## src/include/rrce_pkg.sv

```systemverilog
package rrce_pkg;

  // Quarter-cycle phase codes within one instruction cycle.
  localparam logic [1:0] PH_Q1 = 2'h0;
  localparam logic [1:0] PH_Q2 = 2'h1;
  localparam logic [1:0] PH_Q3 = 2'h2;
  localparam logic [1:0] PH_Q4 = 2'h3;

  // Opcode patterns: return keeps its fast bit in bit 0.
  localparam logic [14:0] OPC_RETURN = 15'h0009;
  // Rotate-left-through-carry keeps d in bit 9 and a in bit 8.
  localparam logic [5:0] OPC_ROTATE = 6'h0D;
  localparam int RET_FAST_BIT = 0;
  localparam int ROT_DEST_BIT = 9;
  localparam int ROT_BANK_BIT = 8;

  // Flag positions inside the status register.
  localparam int FLAG_C = 0;
  localparam int FLAG_Z = 2;
  localparam int FLAG_N = 4;

  // Program counter advance per executed one-word instruction.
  localparam logic [20:0] PC_STEP = 21'h000002;

  // Upper address nibble used for the high half of the access bank.
  localparam logic [3:0] ACCESS_HIGH_BANK = 4'hF;
  localparam logic [3:0] ACCESS_LOW_BANK = 4'h0;

  // Register port word indices.
  localparam logic [3:0] REG_WORKING = 4'h0;
  localparam logic [3:0] REG_FLAGS = 4'h1;
  localparam logic [3:0] REG_BANK = 4'h2;
  localparam logic [3:0] REG_SH_WORKING = 4'h3;
  localparam logic [3:0] REG_SH_FLAGS = 4'h4;
  localparam logic [3:0] REG_SH_BANK = 4'h5;
  localparam logic [3:0] REG_PC = 4'h6;
  localparam logic [3:0] REG_STACK = 4'h7;
  localparam logic [3:0] REG_STACK_STAT = 4'h8;
  localparam logic [3:0] REG_PC_HIGH = 4'h9;
  localparam logic [3:0] REG_PC_UPPER = 4'hA;

  // Bit positions in the stack status register.
  localparam int STK_UNF_BIT = 8;
  localparam int STK_OVF_BIT = 9;

  // Values after reset.
  localparam logic [7:0] RST_BYTE = 8'h00;
  localparam logic [3:0] RST_BANK = 4'h0;
  localparam logic [20:0] RST_PC = 21'h000000;
  localparam logic [4:0] RST_UPPER = 5'h00;
  localparam logic [31:0] RST_RDATA = 32'h00000000;
  localparam logic [11:0] RST_DADDR = 12'h000;

  // Kind of instruction held for the current cycle.
  typedef enum logic [1:0] {
    OP_NONE,
    OP_RETURN,
    OP_ROTATE
  } rrce_op_e;

  // Classify an instruction word; anything else is no work for us.
  function automatic rrce_op_e rrce_decode(input logic [15:0] word);
    rrce_op_e op;
    op = OP_NONE;
    if (word[15:1] == OPC_RETURN) begin
      op = OP_RETURN;
    end else if (word[15:10] == OPC_ROTATE) begin
      op = OP_ROTATE;
    end
    return op;
  endfunction

endpackage

```

## src/rrce_stack_mem.sv

```systemverilog
`timescale 1ns/1ps
// Return stack storage with one write port and a registered read port.
module rrce_stack_mem #(
  parameter int WIDTH = 21,
  parameter int DEPTH = 31,
  parameter int AW = 5
) (
  input wire logic clk_in,
  input wire logic rst_in,
  input wire logic wr_en_in,
  input wire logic [AW-1:0] wr_addr_in,
  input wire logic [WIDTH-1:0] wr_data_in,
  input wire logic [AW-1:0] rd_addr_in,
  output logic [WIDTH-1:0] rd_data_out
);

  // The array itself has no reset; entries are valid only once pushed.
  logic [WIDTH-1:0] mem_q [DEPTH];

  // Write port.
  always_ff @(posedge clk_in) begin
    if (wr_en_in && (int'(wr_addr_in) < DEPTH)) begin
      mem_q[wr_addr_in] <= wr_data_in;
    end
  end

  // Read data come from a register, so they trail the address by one edge.
  always_ff @(posedge clk_in) begin
    if (rst_in) begin
      rd_data_out <= '0;
    end else if (int'(rd_addr_in) < DEPTH) begin
      rd_data_out <= mem_q[rd_addr_in];
    end else begin
      rd_data_out <= '0;
    end
  end

endmodule

```

## src/rrce_core.sv

```systemverilog
// Our own choices: the plain strobed port and the placing of the registers.
`timescale 1ns/1ps
// Executes subroutine return and rotate-left-through-carry on a core
// whose instruction cycle is split into four quarter-cycles of one clock.
module rrce_core import rrce_pkg::*; #(
  parameter int STACK_DEPTH = 31,
  parameter logic [7:0] ACCESS_SPLIT = 8'h80
) (
  input wire logic clk_in,
  input wire logic rst_in,
  input wire logic [15:0] instr_in,
  input wire logic [3:0] reg_addr_in,
  input wire logic [31:0] reg_wdata_in,
  input wire logic reg_wr_in,
  input wire logic reg_rd_in,
  output logic [31:0] reg_rdata_out,
  input wire logic [7:0] dmem_rdata_in,
  output logic [11:0] dmem_addr_out,
  output logic dmem_rd_out,
  output logic dmem_we_out,
  output logic [7:0] dmem_wdata_out,
  output logic [1:0] phase_out,
  output logic flush_out,
  output logic [20:0] pc_out,
  output logic [7:0] working_out,
  output logic [7:0] flags_out
);

  // Stack pointer width: it counts from zero up to a full stack.
  localparam int SPW = $clog2(STACK_DEPTH + 1);
  localparam logic [SPW-1:0] SP_FULL = SPW'(STACK_DEPTH);
  localparam logic [SPW-1:0] SP_ONE = SPW'(1);

  logic [1:0] phase_q; // Current quarter-cycle.
  rrce_op_e op_q; // Instruction being executed.
  logic [15:0] instr_q; // Its word, for operand fields.
  logic flush_q; // High through the flushed cycle.
  logic [7:0] w_q; // Working register.
  logic [7:0] flags_q; // Status flags.
  logic [3:0] bank_select_reg_q; // Bank-select register.
  logic [7:0] shadow_working_reg_q; // Shadow copy of working.
  logic [7:0] shadow_flags_reg_q; // Shadow copy of flags.
  logic [3:0] shadow_bank_select_q; // Shadow copy of bank select.
  logic [20:0] pc_q; // Program counter.
  logic [7:0] pc_high_latch_q; // High latch, never touched by return.
  logic [4:0] pc_upper_latch_q; // Upper latch, never touched by return.
  logic [SPW-1:0] sp_q; // Number of entries on the stack.
  logic unf_q; // Sticky: popped an empty stack.
  logic ovf_q; // Sticky: pushed a full stack.
  logic [11:0] daddr_q; // Data address driven to the file.
  logic drd_q; // Data read strobe.
  logic dwe_q; // Data write strobe.
  logic [7:0] dwdata_q; // Data write value.
  logic [31:0] rdata_q; // Register port read data.

  logic [20:0] stack_top_value; // Top entry, from the stack memory.
  logic [SPW-1:0] top_index; // Index of the top entry.
  logic pop_now; // The return pops on this edge.
  logic push_now; // Software pushes on this edge.
  logic fast_restore; // The return also restores shadows.
  logic rot_now; // Rotate result is formed on this edge.
  logic [7:0] rot_result; // Rotated byte.
  logic rot_carry; // Carry out of the rotation.
  logic rot_to_working; // Destination is the working register.
  rrce_op_e fetch_op; // Class of the word on instr_in.

  // Form the full data address from the file field and the bank bit.
  function automatic logic [11:0] data_addr(input logic [15:0] word,
                                            input logic [3:0] bank);
    logic [11:0] addr;
    addr = {ACCESS_LOW_BANK, word[7:0]};
    if (word[ROT_BANK_BIT]) begin
      addr = {bank, word[7:0]};
    end else if (word[7:0] >= ACCESS_SPLIT) begin
      addr = {ACCESS_HIGH_BANK, word[7:0]};
    end
    return addr;
  endfunction

  // Software register writes, decoded once and shared by every process.
  function automatic logic sw_wr(input logic [3:0] idx);
    return reg_wr_in && (reg_addr_in == idx);
  endfunction

  assign fetch_op = rrce_decode(instr_in);
  assign top_index = sp_q - SP_ONE;
  // The pop falls in the last quarter of the return's first cycle.
  assign pop_now = (phase_q == PH_Q4) && (op_q == OP_RETURN);
  assign fast_restore = pop_now && instr_q[RET_FAST_BIT];
  // A push that meets a pop is dropped; both cannot share the pointer.
  assign push_now = sw_wr(REG_STACK) && !pop_now;
  assign rot_now = (phase_q == PH_Q3) && (op_q == OP_ROTATE);
  assign rot_to_working = !instr_q[ROT_DEST_BIT];
  // Each bit moves one place up, old carry enters bit 0.
  assign rot_result = {dmem_rdata_in[6:0], flags_q[FLAG_C]};
  assign rot_carry = dmem_rdata_in[7];

  // The stack storage lives in its own module with registered read data.
  rrce_stack_mem #(
    .WIDTH(21),
    .DEPTH(STACK_DEPTH),
    .AW(SPW)
  ) u_stack (
    .clk_in(clk_in),
    .rst_in(rst_in),
    .wr_en_in(push_now && (sp_q != SP_FULL)),
    .wr_addr_in(sp_q),
    .wr_data_in(reg_wdata_in[20:0]),
    .rd_addr_in(top_index),
    .rd_data_out(stack_top_value)
  );

  // Quarter-cycle counter; it free-runs so every instruction cycle takes four clocks.
  always_ff @(posedge clk_in) begin
    if (rst_in) begin
      phase_q <= PH_Q1;
    end else begin
      phase_q <= phase_q + 2'h1;
    end
  end

  // Decode in the first quarter; a flushed cycle decodes nothing.
  always_ff @(posedge clk_in) begin
    if (rst_in) begin
      op_q <= OP_NONE;
      instr_q <= 16'h0000;
    end else if (phase_q == PH_Q1) begin
      instr_q <= instr_in;
      if (flush_q) begin
        op_q <= OP_NONE;
      end else begin
        op_q <= fetch_op;
      end
    end
  end

  // The cycle after a return is a no-operation so the new fetch can settle.
  always_ff @(posedge clk_in) begin
    if (rst_in) begin
      flush_q <= 1'h0;
    end else if (phase_q == PH_Q4) begin
      flush_q <= (op_q == OP_RETURN);
    end
  end

  // Program counter: a return loads the top entry; an unflushed cycle steps by one word; else software may write it.
  always_ff @(posedge clk_in) begin
    if (rst_in) begin
      pc_q <= RST_PC;
    end else if (pop_now) begin
      if (sp_q == '0) begin
        pc_q <= RST_PC; // An empty stack yields address zero.
      end else begin
        pc_q <= stack_top_value;
      end
    end else if ((phase_q == PH_Q4) && !flush_q) begin
      pc_q <= pc_q + PC_STEP;
    end else if (sw_wr(REG_PC)) begin
      pc_q <= reg_wdata_in[20:0];
    end
  end

  // High program-counter latches are plain software registers; the return
  // deliberately has no path into them.
  always_ff @(posedge clk_in) begin
    if (rst_in) begin
      pc_high_latch_q <= RST_BYTE;
      pc_upper_latch_q <= RST_UPPER;
    end else begin
      if (sw_wr(REG_PC_HIGH)) begin
        pc_high_latch_q <= reg_wdata_in[7:0];
      end
      if (sw_wr(REG_PC_UPPER)) begin
        pc_upper_latch_q <= reg_wdata_in[4:0];
      end
    end
  end

  // Stack pointer and its sticky error flags; a hardware set beats a clear.
  always_ff @(posedge clk_in) begin
    if (rst_in) begin
      sp_q <= '0;
      unf_q <= 1'h0;
      ovf_q <= 1'h0;
    end else begin
      if (pop_now) begin
        if (sp_q != '0) begin
          sp_q <= sp_q - SP_ONE;
        end
      end else if (push_now && (sp_q != SP_FULL)) begin
        sp_q <= sp_q + SP_ONE;
      end
      if (pop_now && (sp_q == '0)) begin
        unf_q <= 1'h1;
      end else if (sw_wr(REG_STACK_STAT) && reg_wdata_in[STK_UNF_BIT]) begin
        unf_q <= 1'h0;
      end
      if (push_now && (sp_q == SP_FULL)) begin
        ovf_q <= 1'h1;
      end else if (sw_wr(REG_STACK_STAT) && reg_wdata_in[STK_OVF_BIT]) begin
        ovf_q <= 1'h0;
      end
    end
  end

  // Working register: shadow restore, rotate result, or software write.
  always_ff @(posedge clk_in) begin
    if (rst_in) begin
      w_q <= RST_BYTE;
    end else if (fast_restore) begin
      w_q <= shadow_working_reg_q;
    end else if (rot_now && rot_to_working) begin
      w_q <= rot_result;
    end else if (sw_wr(REG_WORKING)) begin
      w_q <= reg_wdata_in[7:0];
    end
  end

  // Flags: a plain return never reaches here, only its fast form does.
  always_ff @(posedge clk_in) begin
    if (rst_in) begin
      flags_q <= RST_BYTE;
    end else if (fast_restore) begin
      flags_q <= shadow_flags_reg_q;
    end else if (rot_now) begin
      flags_q[FLAG_C] <= rot_carry;
      flags_q[FLAG_N] <= rot_result[7];
      flags_q[FLAG_Z] <= (rot_result == 8'h00);
    end else if (sw_wr(REG_FLAGS)) begin
      flags_q <= reg_wdata_in[7:0];
    end
  end

  // Bank select; a return with the fast bit clear leaves it alone.
  always_ff @(posedge clk_in) begin
    if (rst_in) begin
      bank_select_reg_q <= RST_BANK;
    end else if (fast_restore) begin
      bank_select_reg_q <= shadow_bank_select_q;
    end else if (sw_wr(REG_BANK)) begin
      bank_select_reg_q <= reg_wdata_in[3:0];
    end
  end

  // Shadow copies are loaded by software only in this block.
  always_ff @(posedge clk_in) begin
    if (rst_in) begin
      shadow_working_reg_q <= RST_BYTE;
      shadow_flags_reg_q <= RST_BYTE;
      shadow_bank_select_q <= RST_BANK;
    end else begin
      if (sw_wr(REG_SH_WORKING)) begin
        shadow_working_reg_q <= reg_wdata_in[7:0];
      end
      if (sw_wr(REG_SH_FLAGS)) begin
        shadow_flags_reg_q <= reg_wdata_in[7:0];
      end
      if (sw_wr(REG_SH_BANK)) begin
        shadow_bank_select_q <= reg_wdata_in[3:0];
      end
    end
  end

  // Data file access: address and read strobe in the second quarter, data
  // back in the third, write strobe in the fourth when the file is the target.
  always_ff @(posedge clk_in) begin
    if (rst_in) begin
      daddr_q <= RST_DADDR;
      drd_q <= 1'h0;
      dwe_q <= 1'h0;
      dwdata_q <= RST_BYTE;
    end else begin
      drd_q <= 1'h0;
      dwe_q <= 1'h0;
      if ((phase_q == PH_Q1) && !flush_q && (fetch_op == OP_ROTATE)) begin
        daddr_q <= data_addr(instr_in, bank_select_reg_q);
        drd_q <= 1'h1;
      end
      if (rot_now && !rot_to_working) begin
        dwe_q <= 1'h1;
        dwdata_q <= rot_result;
      end
    end
  end

  // Register port read: data stand for exactly one cycle; unmapped reads zero.
  always_ff @(posedge clk_in) begin
    if (rst_in) begin
      rdata_q <= RST_RDATA;
    end else if (reg_rd_in) begin
      unique case (reg_addr_in)
        REG_WORKING: rdata_q <= {24'h000000, w_q};
        REG_FLAGS: rdata_q <= {24'h000000, flags_q};
        REG_BANK: rdata_q <= {28'h0000000, bank_select_reg_q};
        REG_SH_WORKING: rdata_q <= {24'h000000, shadow_working_reg_q};
        REG_SH_FLAGS: rdata_q <= {24'h000000, shadow_flags_reg_q};
        REG_SH_BANK: rdata_q <= {28'h0000000, shadow_bank_select_q};
        REG_PC: rdata_q <= {11'h0, pc_q};
        REG_STACK: rdata_q <= (sp_q == '0) ? RST_RDATA : {11'h0, stack_top_value};
        REG_STACK_STAT: rdata_q <= {22'h0, ovf_q, unf_q, 8'(sp_q)};
        REG_PC_HIGH: rdata_q <= {24'h000000, pc_high_latch_q};
        REG_PC_UPPER: rdata_q <= {27'h0, pc_upper_latch_q};
        default: rdata_q <= RST_RDATA;
      endcase
    end else begin
      rdata_q <= RST_RDATA;
    end
  end

  // Outputs all come straight from registers.
  assign reg_rdata_out = rdata_q;
  assign dmem_addr_out = daddr_q;
  assign dmem_rd_out = drd_q;
  assign dmem_we_out = dwe_q;
  assign dmem_wdata_out = dwdata_q;
  assign phase_out = phase_q;
  assign flush_out = flush_q;
  assign pc_out = pc_q;
  assign working_out = w_q;
  assign flags_out = flags_q;

endmodule

```

## config.mk

```make
export PLATFORM = sky130hd
export DESIGN_NAME = rrce_core
export DESIGN_NICKNAME = d
export VERILOG_FILES = /design/src/include/rrce_pkg.sv /design/src/rrce_stack_mem.sv /design/src/rrce_core.sv
export SDC_FILE = /design/constraint.sdc
export NUM_CORES = 1
export LEC_CHECK = 0
export ABC_CLOCK_PERIOD_IN_PS = 9400
export BUFFER_PORTS_ARGS = -buffer_cell sky130_fd_sc_hd__buf_2
export CAP_MARGIN = 25
export CORE_ASPECT_RATIO = 0.75
export CORE_MARGIN = 10
export CORE_UTILIZATION = 55
export CTS_CLUSTER_DIAMETER = 40
export DETAILED_ROUTE_END_ITERATION = 6
export MAX_ROUTING_LAYER = met4
export PLACE_DENSITY = 0.83
export SETUP_SLACK_MARGIN = 0.2
export SLEW_MARGIN = 15
export SYNTH_ARGS = -nofsm -noshare
export SYNTH_HDL_FRONTEND = slang
export SYNTH_SLANG_ARGS = --single-unit
```

## constraint.sdc

```tcl
create_clock -name clk_in -period 9.4 [get_ports clk_in]
set_input_delay 0.47 -clock clk_in [delete_from_list [all_inputs] [get_ports clk_in]]
set_output_delay 0.47 -clock clk_in [all_outputs]
set_load 0.03 [all_outputs]
```

==> results.py <==
metrics = {
    "floorplanning": {
        "fp.dieH_microns": 230,
        "placeableCoreArea_sq_um": 58700,
        "rows": 77,
        "dieArea_sq_um": 69200,
        "initial_utilization_pct": 55.3,
        "io_pins": 158,
        "fp.dieW_microns": 300,
    },
    "drt": {
        "post-route-drc-count": 0,
        "wl_per_cell_microns": 28.6,
        "finalWirelength_microns": 87000,
        "drt_pass1_iterations": 7,
        "drtIter0Drc": 2953,
        "final_antenna_net_count": 0,
        "vias_per_cell": 6.60,
        "vias": 20100,
    },
    "placement": {
        "portBuffers": 135,
        "globalplace.congestion": 0.990,
        "placedCellCount": 2904,
        "pre_cts_ws_ps": 5290,
        "hpwl_microns": 50600,
    },
    "layout": {
        "area_growth_pct": 12.9,
        "regArea_sq_um": 22600,
        "drive_above_1_share_pct": 23.3,
        "nNetsFinal": 2269,
        "fillers": 3946,
        "multi_input_area_sq_um": 9330,
        "fin_cells": 3048,
    },
    "clocking": {
        "clockBufferDepth": 3,
        "cts_buffers": 76,
        "worstSkewPairLatency_ps": 650,
        "clkTransAtPathRegs_ps": 60,
        "htree_levels": 3,
        "cts.sinks": 803,
        "ctsResizeCount": 0,
        "cts_tree": "yes",
        "cts_setup_buffers": 0,
        "cts_hold_buf": 0,
        "clockRootBuffer": "clkbuf_16",
    },
    "power_and_ir_drop": {
        "p_int_mw": 5.75,
        "p_clk_share_pct": 42.8,
        "power_frac_comb_pct": 4.7,
        "power_mw": 7.39,
        "p_leak_nw": 12.1,
        "pwr-share-seq_pct": 52.5,
        "netSwitchingFraction_pct": 22.2,
        "power_switching_mw": 1.64,
        "peakVddDrop_mv": 0.192,
        "p_per_area_nw_per_um2": 202,
    },
    "setup_path": {
        "setup.worst_path.start": "sp_q[0]",
        "r2r_slack_ps": 5280,
        "r2r_cells": 7,
        "endpoint": "u_stack.rd_data_out[16]",
        "path_cells": "inv_1 -> ha_4 -> buf_12 -> mux4_2 -> a21o_1 -> o22ai_1 -> nor3_1",
        "endpoint_kind": "register",
        "worst_r2r_endpoint": "u_stack.rd_data_out[16]",
        "cp.required_ps": 9890,
        "arrival_ps": 4610,
        "cp_max_fo": 130,
        "criticalPathCategory": "reg2reg",
        "r2r-start": "sp_q[0]",
        "slowest_stage": "ha_4",
        "slowest_delay_ps": 870,
        "start_kind": "register",
    },
    "sta": {
        "fin_crit_ps": 4120,
        "max_freq_ghz": 0.243,
        "fin_ws_ps": 5280,
        "max_slew.worst_pin.slew_ps": 1140,
        "finalSetupTns_ps": 0,
        "holdWs_ps": 99.0,
        "setup-violations-final": 0,
        "finalMaxSlewViolations": 0,
        "relSlewSlack_pct": 23.6,
        "rsz0062_at_grt": "no",
        "finalCritPeriodShare_pct": 43.8,
        "finClkSkew_ps": 32.6,
        "hold_violations": 0,
    },
    "synth": {
        "synth_cell_types": 77,
        "syn_area_sq_um": 32400,
        "yosys.area.top_type_share_pct": 60.2,
        "synth_warnings": 0,
        "ys_async_sr_fraction_pct": 0,
        "synthTopCellsByArea": "edfxtp_1, mux4_2, dfxtp_1",
        "yosysSeqAreaShare_pct": 69.6,
        "synth_edf_count": 651,
        "syn_inst": 2069,
        "ys.flop_type": "edfxtp_1",
        "yosysTopAreaCell": "edfxtp_1",
        "ys_ff_latch": 803,
        "syn_avg_cell_area_sq_um": 15.7,
    },
    "global_routing": {
        "track_usage_pct": 25.3,
        "antenna_found_initial": 2,
        "grt_overflow_total": 0,
        "top_usage_layer": "met2",
        "grt_max_degree": 131,
        "use_met1_pct": 33.8,
        "grt_pass1_vias": 19900,
        "met3_usage_pct": 7.51,
        "grt_pass1_wl_microns": 128000,
        "gr-usage-met2_pct": 37.3,
    },
    "flow_run": {
        "maxCapViolCount": 0,
    },
    "outcome": {
        "status": "completed",
    },
    "min_path": {
        "hold_class": "in2reg",
    },
}
layout by cell type (no fill, tap or decap), types with 11 or more instances in the layout:
cell type	Yosys	layout
o21ai_0	41	41
nor3_1	45	45
a32o_1	20	20
a21oi_1	81	81
a22oi_1	25	25
dfxtp_1	152	151
conb_1	1	11
edfxtp_1	651	651
a211oi_1	46	45
nand2_1	140	140
a21o_1	23	23
clkinv_2	0	18
o22ai_1	21	21
nor2_1	223	192
buf_4	23	44
nor2b_1	13	13
nor2_2	0	22
nand3_1	21	21
clkbuf_16	0	79
mux2i_1	76	76
inv_1	14	14
buf_2	27	136
mux4_2	148	148
worst min-delay path by stage:
stage / cells past startpoint / to / slack [ps] / startpoint
finish: 3 / dmem_addr_out[1] / 100 / instr_in[1]
floorplan: 2 / pc_high_latch_q[1] / 450 / pc_high_latch_q[1]
CTS: 3 / dmem_addr_out[5] / 80 / instr_in[5]
global route: 3 / dmem_addr_out[1] / 90 / instr_in[1]
global placement: 2 / dmem_wdata_out[4] / 440 / dmem_wdata_out[4]
detailed placement: 2 / dmem_addr_out[2] / 450 / dmem_addr_out[2]
synthesized netlist by cell type, types with 9 or more instances:
cell       number
a221oi_1       10
a21oi_1        81
a22oi_1        25
nor3_1         45
buf_1          10
o21a_1          9
buf_4          23
nand2_1       140
inv_1          14
nor2b_1        13
edfxtp_1      651
buf_2          27
nor2_1        223
a32o_1         20
clkbuf_1       81
a21o_1         23
mux2i_1        76
dfxtp_1       152
o2bb2ai_1       9
nand3_1        21
o21ai_0        41
mux4_2        148
o22ai_1        21
ha_1           10
a211oi_1       46
worst max-delay path: cells and delay by family, from the launching register on:
| family | cells | cell delay [ps] |
|---|---|---|
| and+or+nand+nor | 1 | 110 |
| buffers and inverters | 2 | 860 |
| DFF | 1 | 850 |
| muxes | 1 | 400 |
| adders and majority gates | 1 | 870 |
| AOI/OAI and AO/OA | 2 | 790 |
cells by family (layout without fill, tap and decap cells):
group	Yosys count	count (layout)	synth area share, %
muxes	232	232	12.9
AOI/OAI and AO/OA	343	343	7.44
DFF	803	803	69.6
other	1	12	0.0116
buffers and inverters	161	339	2.33
xor gates and xnor gates	8	8	0.274
and+or+nand+nor	511	511	7.04
adders and majority gates	10	10	0.386
per-stage QoR:
step,instance area (sq um),util [%]
final,36600,62.4
after global routing,36600,62.4
after global placement,34000,57.9
after floorplan,32500,-
after CTS,36600,62.3
after detailed placement,34000,58.0
metal layers:
| layer | share of wire (%) | vias to the layer above |
|---|---|---|
| li1 | - | 8321 |
| met1 | 38 | 10200 |
| met5 | 0 | - |
| met3 | 13 | 182 |
| met4 | 2.6 | 0 |
| met2 | 47 | 1423 |
power by group through the flow:
stage | clock network [mW] | registers, mW | logic [mW]
after global routing | 3.30 | 3.88 | 0.363
after floorplan | 0 | 3.96 | 0.181
after global placement | 0 | 3.95 | 0.320
final | 3.16 | 3.88 | 0.346
after detailed placement | 0 | 3.96 | 0.331
after CTS | 3.17 | 3.88 | 0.334
sequential cells by signal (all words and copies together) (netlist names), 4 cells and up:
name and flops:
dmem_addr_out 12, u_stack.rd_data_out 21, bank_select_reg_q 4, dmem_wdata_out 8
sp_q 5, reg_rdata_out 21, shadow_bank_select_q 4, pc_out 21
flags_out 8, pc_upper_latch_q 5, shadow_flags_reg_q 8, u_stack.mem_q 651
pc_high_latch_q 8, shadow_working_reg_q 8, working_out 8
layout make-up:
class                   count  area share (%)
flip-flops and latches    803            61.7
multi-input cells        1115            25.5
clock buffers              89            5.55
repair buffers            184            3.01
well taps                 790            2.70
clock inverters            51            1.42
inverters                  15           0.154
diodes                      1         0.00683
Note: power is estimated with default switching activity, not from simulation.
